### config.mk
export PLATFORM = sky130hd
export DESIGN_NAME = tws_eeprom_slave
export DESIGN_NICKNAME = d
export VERILOG_FILES = /design/src/tws_pkg.sv /design/src/tws_line_if.sv /design/src/tws_eeprom_slave.sv /design/src/tws_pin_sync.sv
export SDC_FILE = /design/constraint.sdc
export NUM_CORES = 2
export LEC_CHECK = 0
export ABC_CLOCK_PERIOD_IN_PS = 4700
export BUFFER_PORTS_ARGS = -buffer_cell sky130_fd_sc_hd__buf_2
export CELL_PAD_IN_SITES_DETAIL_PLACEMENT = 0
export CELL_PAD_IN_SITES_GLOBAL_PLACEMENT = 2
export CORE_UTILIZATION = 38
export DETAILED_ROUTE_END_ITERATION = 6
export PLACE_DENSITY = 0.65
export SYNTH_ARGS = -nofsm -noshare
export SYNTH_HDL_FRONTEND = slang
export SYNTH_SLANG_ARGS = --single-unit
export TNS_END_PERCENT = 5
### constraint.sdc
create_clock -name mclk -period 4.7 [get_ports mclk]
set_input_delay 0.47 -clock mclk [delete_from_list [all_inputs] [get_ports mclk]]
set_output_delay 0.47 -clock mclk [all_outputs]
set_load 0.02 [all_outputs]
### src/tws_pkg.sv
package tws_pkg;
   // ---------------------------------------------------------------
   // timing
   // ---------------------------------------------------------------
   localparam int CLK_HZ = 20_000_000;
   localparam real PROG_TIME_MS = 5.0;
   // longest time: round down
   localparam int PROG_CYCLES = int'($floor(PROG_TIME_MS * CLK_HZ / 1000.0));
   // ---------------------------------------------------------------
   // address word layout
   // ---------------------------------------------------------------
   localparam int ADDR_W = 17;
   localparam int DW_TYPE_LSB = 4;
   localparam int DW_STRAP_LSB = 2;
   localparam int DW_A16 = 1;
   localparam int DW_RW = 0;
   // arbitrary type code, not a real part's
   localparam logic [3:0] TYPE_CODE_DFLT = 4'h6;
   localparam logic [3:0] BIT_LAST = 4'h8;
   localparam logic [4:0] SYNC_RST = 5'h03;
   typedef enum logic [2:0] {
      ST_IDLE, ST_RX, ST_ACK, ST_TX, ST_TXACK, ST_WAIT, ST_PROG
   } tws_state_t;
   typedef enum logic [1:0] {K_DEV, K_AHI, K_ALO, K_DATA} tws_kind_t;
endpackage
### src/tws_line_if.sv
interface tws_line_if;
   logic scl_rise;
   logic scl_fall;
   logic start;
   logic stop;
   logic sda;
   logic wp;
   logic [1:0] strap;
   modport src(output scl_rise, scl_fall, start, stop, sda, wp, strap);
   modport snk(input scl_rise, scl_fall, start, stop, sda, wp, strap);
endinterface

### src/tws_eeprom_slave.sv
module tws_eeprom_slave
   import tws_pkg::*;
#(
   parameter logic [3:0] TYPE_CODE = TYPE_CODE_DFLT,
   parameter int PROG_CYC = PROG_CYCLES
) (
   input wire logic mclk,
   input wire logic resetn,
   input wire logic scl_pin,
   input wire logic sda_pin,
   output logic sda_o,
   output logic sda_oe,
   input wire logic wp_pin,
   input wire logic strap_select_low,
   input wire logic strap_select_high,
   output logic [ADDR_W-1:0] mem_addr,
   output logic mem_wr,
   output logic [7:0] mem_wdata,
   input wire logic [7:0] mem_rdata,
   output logic prog_busy
);
   // ---------------------------------------------------------------
   // parameter checks
   // ---------------------------------------------------------------
   // the page walk needs 257 cycles inside the program window
   if (PROG_CYC < 260) begin : g_chk
      $error("PROG_CYC too small for the page walk");
   end

   localparam int TMR_W = $clog2(PROG_CYC + 1);
   localparam logic [TMR_W-1:0] TMR_LAST = TMR_W'(PROG_CYC - 1);

   // ---------------------------------------------------------------
   // pin front end
   // ---------------------------------------------------------------
   tws_line_if ln();

   tws_pin_sync u_sync (
      .mclk(mclk),
      .resetn(resetn),
      .scl_pin(scl_pin),
      .sda_pin(sda_pin),
      .wp_pin(wp_pin),
      .strap_pin({strap_select_high, strap_select_low}),
      .ln(ln)
   );

   // ---------------------------------------------------------------
   // state
   // ---------------------------------------------------------------
   tws_state_t state_ff;
   tws_kind_t kind_ff;
   logic [3:0] cnt_ff;
   logic [7:0] sh_ff;
   logic [7:0] tx_ff;
   logic rw_ff;
   logic ack_got_ff;
   logic got_data_ff;
   logic [ADDR_W-1:0] addr_ff;
   logic sda_oe_ff;
   logic sda_o_ff;
   logic [7:0] page_buf [256];
   logic [255:0] vld_ff;
   logic [8:0] idx_ff;
   logic [TMR_W-1:0] tmr_ff;
   logic [ADDR_W-1:0] mem_addr_ff;
   logic mem_wr_ff;
   logic [7:0] mem_wdata_ff;
   logic prog_busy_ff;

   logic byte_end;
   logic dev_match;
   logic wr_store;
   logic tx_end;
   logic prog_go;
   logic [7:0] page_offset_bits;
   logic top_memory_address_bit;

   assign page_offset_bits = addr_ff[7:0];
   assign top_memory_address_bit = addr_ff[16];
   assign byte_end = ln.scl_fall && state_ff == ST_RX && cnt_ff == BIT_LAST;
   assign dev_match = sh_ff[7:DW_TYPE_LSB] == TYPE_CODE &&
      sh_ff[DW_TYPE_LSB-1:DW_STRAP_LSB] == ln.strap;
   assign wr_store = byte_end && kind_ff == K_DATA;
   assign tx_end = ln.scl_fall && state_ff == ST_TX && cnt_ff == BIT_LAST;
   // wp is sampled at the stop, so it must hold until then
   assign prog_go = ln.stop && state_ff != ST_PROG && !rw_ff &&
      got_data_ff && !ln.wp;

   // ---------------------------------------------------------------
   // transaction sequencer
   // ---------------------------------------------------------------
   always_ff @(posedge mclk) begin
      if (!resetn) begin
         state_ff <= ST_IDLE;
         kind_ff <= K_DEV;
      end else if (state_ff == ST_PROG) begin
         if (tmr_ff == TMR_LAST) begin
            state_ff <= ST_IDLE;
         end
      end else if (ln.start) begin
         state_ff <= ST_RX;
         kind_ff <= K_DEV;
      end else if (prog_go) begin
         state_ff <= ST_PROG;
      end else if (ln.stop) begin
         state_ff <= ST_IDLE;
      end else if (ln.scl_fall) begin
         case (state_ff)
            ST_RX: begin
               if (cnt_ff == BIT_LAST) begin
                  if (kind_ff != K_DEV || dev_match) begin
                     state_ff <= ST_ACK;
                  end else begin
                     state_ff <= ST_IDLE;
                  end
               end
            end
            ST_ACK: begin
               if (rw_ff && kind_ff == K_DEV) begin
                  state_ff <= ST_TX;
               end else begin
                  state_ff <= ST_RX;
                  if (kind_ff != K_DATA) begin
                     kind_ff <= tws_kind_t'(kind_ff + 2'h1);
                  end
               end
            end
            ST_TX: begin
               if (cnt_ff == BIT_LAST) begin
                  state_ff <= ST_TXACK;
               end
            end
            ST_TXACK: begin
               state_ff <= ack_got_ff ? ST_TX : ST_WAIT;
            end
            default: ;
         endcase
      end
   end

   // ---------------------------------------------------------------
   // bit counter and receive shifter
   // ---------------------------------------------------------------
   always_ff @(posedge mclk) begin
      if (!resetn || ln.start) begin
         cnt_ff <= 4'h0;
      end else if (ln.scl_rise && (state_ff == ST_RX ||
                                   state_ff == ST_TX)) begin
         cnt_ff <= cnt_ff + 4'h1;
      end else if (ln.scl_fall && cnt_ff == BIT_LAST) begin
         cnt_ff <= 4'h0;
      end
   end

   always_ff @(posedge mclk) begin
      if (!resetn) begin
         sh_ff <= 8'h00;
      end else if (ln.scl_rise && state_ff == ST_RX) begin
         sh_ff <= {sh_ff[6:0], ln.sda};
      end
   end

   // ---------------------------------------------------------------
   // direction and read acknowledge
   // ---------------------------------------------------------------
   always_ff @(posedge mclk) begin
      if (!resetn) begin
         rw_ff <= 1'b0;
      end else if (byte_end && kind_ff == K_DEV && dev_match) begin
         rw_ff <= sh_ff[DW_RW];
      end
   end

   always_ff @(posedge mclk) begin
      if (!resetn) begin
         ack_got_ff <= 1'b0;
      end else if (ln.scl_rise && state_ff == ST_TXACK) begin
         ack_got_ff <= ~ln.sda;
      end
   end

   // ---------------------------------------------------------------
   // address counter
   // ---------------------------------------------------------------
   always_ff @(posedge mclk) begin
      if (!resetn) begin
         addr_ff <= '0;
      end else if (byte_end) begin
         case (kind_ff)
            K_DEV: begin
               if (dev_match && !sh_ff[DW_RW]) begin
                  addr_ff[16] <= sh_ff[DW_A16];
               end
            end
            K_AHI: addr_ff[15:8] <= sh_ff;
            K_ALO: addr_ff[7:0] <= sh_ff;
            // only the offset moves, so the page wraps on itself
            K_DATA: addr_ff[7:0] <= addr_ff[7:0] + 8'h01;
            default: ;
         endcase
      end else if (tx_end) begin
         addr_ff <= addr_ff + 17'h00001;
      end
   end

   // ---------------------------------------------------------------
   // page buffer
   // ---------------------------------------------------------------
   always_ff @(posedge mclk) begin
      if (wr_store) begin
         page_buf[page_offset_bits] <= sh_ff;
      end
   end

   always_ff @(posedge mclk) begin
      if (!resetn) begin
         vld_ff <= '0;
         got_data_ff <= 1'b0;
      end else if (ln.start && state_ff != ST_PROG) begin
         vld_ff <= '0;
         got_data_ff <= 1'b0;
      end else if (state_ff == ST_PROG) begin
         got_data_ff <= 1'b0;
      end else if (wr_store) begin
         vld_ff[page_offset_bits] <= 1'b1;
         got_data_ff <= 1'b1;
      end
   end

   // ---------------------------------------------------------------
   // open-drain data driver
   // ---------------------------------------------------------------
   always_ff @(posedge mclk) begin
      if (!resetn) begin
         sda_oe_ff <= 1'b0;
      end else if (ln.start || ln.stop || state_ff == ST_PROG) begin
         sda_oe_ff <= 1'b0;
      end else if (ln.scl_fall) begin
         if (byte_end) begin
            sda_oe_ff <= kind_ff != K_DEV || dev_match;
         end else if (state_ff == ST_ACK && rw_ff && kind_ff == K_DEV) begin
            sda_oe_ff <= ~mem_rdata[7];
         end else if (state_ff == ST_TX && cnt_ff != BIT_LAST) begin
            sda_oe_ff <= ~tx_ff[6];
         end else if (state_ff == ST_TXACK && ack_got_ff) begin
            sda_oe_ff <= ~mem_rdata[7];
         end else begin
            sda_oe_ff <= 1'b0;
         end
      end
   end

   always_ff @(posedge mclk) begin
      if (!resetn) begin
         tx_ff <= 8'h00;
      end else if (ln.scl_fall) begin
         if ((state_ff == ST_ACK && rw_ff && kind_ff == K_DEV) ||
             (state_ff == ST_TXACK && ack_got_ff)) begin
            tx_ff <= mem_rdata;
         end else if (state_ff == ST_TX) begin
            tx_ff <= {tx_ff[6:0], 1'b0};
         end
      end
   end

   // never drives high; the pull-up makes the ones
   always_ff @(posedge mclk) begin
      sda_o_ff <= 1'b0;
   end

   // ---------------------------------------------------------------
   // self-timed program cycle
   // ---------------------------------------------------------------
   always_ff @(posedge mclk) begin
      if (!resetn || state_ff != ST_PROG) begin
         tmr_ff <= '0;
         idx_ff <= 9'h000;
         mem_wr_ff <= 1'b0;
      end else begin
         tmr_ff <= tmr_ff + TMR_W'(1);
         mem_wr_ff <= 1'b0;
         if (!idx_ff[8]) begin
            idx_ff <= idx_ff + 9'h001;
            mem_wr_ff <= vld_ff[idx_ff[7:0]];
         end
      end
   end

   always_ff @(posedge mclk) begin
      if (!resetn) begin
         mem_addr_ff <= '0;
         mem_wdata_ff <= 8'h00;
         prog_busy_ff <= 1'b0;
      end else begin
         prog_busy_ff <= state_ff == ST_PROG;
         if (state_ff == ST_PROG) begin
            mem_addr_ff <= {top_memory_address_bit, addr_ff[15:8],
                            idx_ff[7:0]};
            mem_wdata_ff <= page_buf[idx_ff[7:0]];
         end else begin
            mem_addr_ff <= addr_ff;
         end
      end
   end

   assign sda_o = sda_o_ff;
   assign sda_oe = sda_oe_ff;
   assign mem_addr = mem_addr_ff;
   assign mem_wr = mem_wr_ff;
   assign mem_wdata = mem_wdata_ff;
   assign prog_busy = prog_busy_ff;
endmodule

### src/tws_pin_sync.sv
module tws_pin_sync
   import tws_pkg::*;
(
   input wire logic mclk,
   input wire logic resetn,
   input wire logic scl_pin,
   input wire logic sda_pin,
   input wire logic wp_pin,
   input wire logic [1:0] strap_pin,
   tws_line_if.src ln
);
   // ---------------------------------------------------------------
   // two-stage synchronisers, one per pin
   // ---------------------------------------------------------------
   logic [4:0] pin_w;
   logic [4:0] sync_w;
   logic scl_q_ff;
   logic sda_q_ff;

   assign pin_w = {strap_pin, wp_pin, sda_pin, scl_pin};

   for (genvar i = 0; i < 5; i++) begin : g_sync
      logic s1_ff;
      logic s2_ff;
      always_ff @(posedge mclk) begin
         if (!resetn) begin
            s1_ff <= SYNC_RST[i];
            s2_ff <= SYNC_RST[i];
         end else begin
            s1_ff <= pin_w[i];
            s2_ff <= s1_ff;
         end
      end
      assign sync_w[i] = s2_ff;
   end

   // ---------------------------------------------------------------
   // edge and condition detection
   // ---------------------------------------------------------------
   always_ff @(posedge mclk) begin
      if (!resetn) begin
         scl_q_ff <= 1'b1;
         sda_q_ff <= 1'b1;
      end else begin
         scl_q_ff <= sync_w[0];
         sda_q_ff <= sync_w[1];
      end
   end

   assign ln.scl_rise = sync_w[0] & ~scl_q_ff;
   assign ln.scl_fall = ~sync_w[0] & scl_q_ff;
   // both need scl high before and after, so a clock edge never counts
   assign ln.start = sync_w[0] & scl_q_ff & sda_q_ff & ~sync_w[1];
   assign ln.stop = sync_w[0] & scl_q_ff & ~sda_q_ff & sync_w[1];
   assign ln.sda = sync_w[1];
   assign ln.wp = sync_w[2];
   assign ln.strap = sync_w[4:3];
endmodule

==> impl_metrics.ini <==
[global_routing]
grt-ovfl-total = 0
grt_pass1_wl_mm = 401
grt_pass1_vias = 50900
grt_start_max_net_pins = 208
antenna_found_initial = 11
gr-usage-all-layers_pct = 22.6

[synth]
synth_edf_count = 2048
ys_warn_count = 0
netlist_instances = 5094
synth_top_flop_cell = edfxtp_1
synth_most_common_cell = edfxtp_1
ys_seq_area_share_pct = 72.9
syn_area_per_cell_um2 = 18.5
yosys.area.top_type_share_pct = 65.2
synth_common_cells = edfxtp_1 (2048), mux4_2 (488), nor2_1 (379), dfxtp_1 (366), o21a_1 (254)
synthesis.area_um2 = 94400
ys_seq_elements = 2414
syn-num-nets = 5121
synth_area_leaders = edfxtp_1 (65%), mux4_2 (12%), dfxtp_1 (7.8%)
synth_cell_types = 81
post-synth-top-area-cell = edfxtp_1
async_flop_share_pct = 0

[setup_path]
startpoint_type = flip-flop
critPathRequiredTime_ns = 5.45
reg2reg_depth = 9
worst-setup-path-type = reg -> reg
path_delay_family = simple AND/OR/NAND/NOR gates
crit_chain = buf_4 -> buf_12 -> mux4_2 -> nor2_1 -> nor2_1 -> o21ai_0 -> a31oi_1 -> nor4_2 -> a31oi_1
cp.depth = 9
cp_slowest_cell = nor4_2
cp_max_fo = 33
critical_path.endpoint_type = flip-flop
cp_num_buf_inv = 2
worst_path_largest_cell_delay_ns = 0.93
crit_arrival_ns = 4.92

[drt]
wl_per_cell_um = 31.6
dr.pass1.iters = 6
vias = 51200
first_iter_violations = 5640
vias_per_cell = 5.69
drc = 0
ant_nets = 0
wl_mm = 284

[clock_tree]
cts_root_buf = clkbuf_16
cts_setup_buffers = 0
clkSinkCount = 2414
cts_buffers = 280
clk_pin_slew_ns = 0.06
clockBufferDepth = 4
insertion_delay_ns = 0.93
cts_hold_buf = 12
htreeDepth = 5
cts_tree = yes
cts_resized = 0

[timing]
maxSlewViolCount = 0
setup_tns_ns = 0
final-setup-viol-count = 0
rsz0062_at_grt = no
worstMarginPinSlew_ns = 1.41
finalClockSkew_ns = 0.0702
fmax_ghz = 0.240
slew_headroom_pct = 5.69
fin_crit_sh_pct = 88.8
finalHoldViolCount = 0
period_needed_ns = 4.17

[finish]
nNetsFinal = 5498
multiInputGateArea_um2 = 23400
fin_cells = 8989
final_layout_size_suffix_gt1_share_pct = 23.8
regArea_um2 = 68900
area_growth_pct = 15.3
nFillCells = 21500

[die]
die_w_um = 500
start_util_pct = 38.3
num_rows = 182
core_area_um2 = 246000
dieArea_um2 = 250000
io_pins = 44
die_h_um = 500

[min_path]
hp-class = in -> reg
whs_path_depth = 3

[power]
clkPwrFrac_pct = 47.7
combPwrFrac_pct = 0.3
internal_power_w = 0.0354
ir_worst_vdd_v = 0.000409
power_frac_seq_pct = 52.0
p_sw_w = 0.00857
p_per_area_nw_per_um2 = 405
power.total_w = 0.0440
p_leak_nw = 34.1
switching_share_pct = 19.5

[place]
dp_cells = 8489
dpl.hpwl_mm = 178
portBuffers = 42
gp_congestion = 0.838

[status]
status = complete, no violations

[flow_run]
maxCapViolations = 0
[stage by stage]
stage | utilization, % | hold WS (ns) | area (um^2) | worst slack, ns
6_report | 44.1 | 0.0883 | 109000 | 0.527
5_1_grt | 44.1 | 0.0724 | 109000 | 0.411
4_1_cts | 44.1 | 0.0345 | 109000 | 0.543
3_5_place_dp | 40.5 | 0.399 | 99900 | 0.533
3_3_place_gp | 40.5 | 0.406 | 99900 | -0.0249
2_1_floorplan | - | 0.386 | 94400 | 0.0305
[state kept, by name, indices dropped and copies added, names as in the netlist, 2 cells and up]
signal,count
tx_ff,7
mem_wdata,8
mem_addr,17
page_buf,2048
tmr_ff,17
u_sync.g_sync.s1_ff,5
u_sync.g_sync.s2_ff,3
addr_ff,17
sh_ff,8
idx_ff,9
cnt_ff,4
state_ff,3
kind_ff,2
vld_ff,256
[worst min-delay path, cell delays in order]
cell	delay (ns)
buf_2	0.10
buf_4	0.26
nand2b_1	0.13
[layout by cell type, fill, tap and decap left out, drive strengths merged, types with 31 or more instances in the layout]
cell type,n
a211oi,31
a21oi,103
a221oi,34
a22oi,60
buf,401
clkbuf,376
clkinv,80
dfxtp,366
edfxtp,2048
mux2i,253
mux4,502
nand2,161
nand3,60
nor2,379
nor3,35
o21a,254
o21ai,85
o221ai,45
o22ai,38
[final timing paths]
kind / end / slack, ns / from
setup / recovery: mem_wdata[5]$_SDFFE_PN0P_ / 0.53 / idx_ff[0]$_SDFFE_PP0N_
hold / removal: u_sync.g_sync[0].s2_ff$_SDFF_PN1_ / 0.09 / resetn
setup reg to reg: mem_wdata[5]$_SDFFE_PN0P_ / 0.53 / idx_ff[0]$_SDFFE_PP0N_
hold reg to reg: u_sync.g_sync[0].s2_ff$_SDFF_PN1_ / 0.42 / u_sync.g_sync[0].s1_ff$_SDFF_PN1_
[cell type report]
type                       count  share of cell area, %
multi-input combinational   2342                   21.5
clock buffer                 376                   7.06
sequential                  2414                   63.3
inverter                      20                 0.0759
timing repair buffer         413                   3.21
clock inverter               109                  0.973
antenna                        3                0.00690
tap                         3312                   3.81
[routing by layer]
layer | vias up | share of wire [%] | wire length (um) | global-route usage, %
li1 | 21400 | - | - | -
met1 | 27500 | 44 | 126000 | 32.7
met2 | 1855 | 47 | 133000 | 35.5
met3 | 401 | 6.2 | 17600 | 3.40
met4 | 4 | 2.8 | 8070 | 6.46
met5 | - | 0.0095 | 27 | 0
[kinds of logic (layout without fill, tap and decap cells)]
kind of cell | Yosys count | after routing | share of synthesized area [%]
mux | 780 | 780 | 15.0
compound gates | 758 | 758 | 5.71
flops | 2414 | 2414 | 72.9
other cells | 1 | 4 | 0.00397
simple gates | 767 | 767 | 3.58
fa+ha+maj | 12 | 12 | 0.159
buf+inv | 338 | 918 | 2.36
xor+xnor | 24 | 24 | 0.223
[power groups by stage]
stage | combinational [W] | clock (W) | sequential [W]
3_5_place_dp | 0.000111 | 0 | 0.0233
6_report | 0.000118 | 0.0210 | 0.0229
2_1_floorplan | 0.0000682 | 0 | 0.0233
4_1_cts | 0.000120 | 0.0214 | 0.0229
3_3_place_gp | 0.000111 | 0 | 0.0233
5_1_grt | 0.000128 | 0.0222 | 0.0229
(Power assumes the default switching activity.)
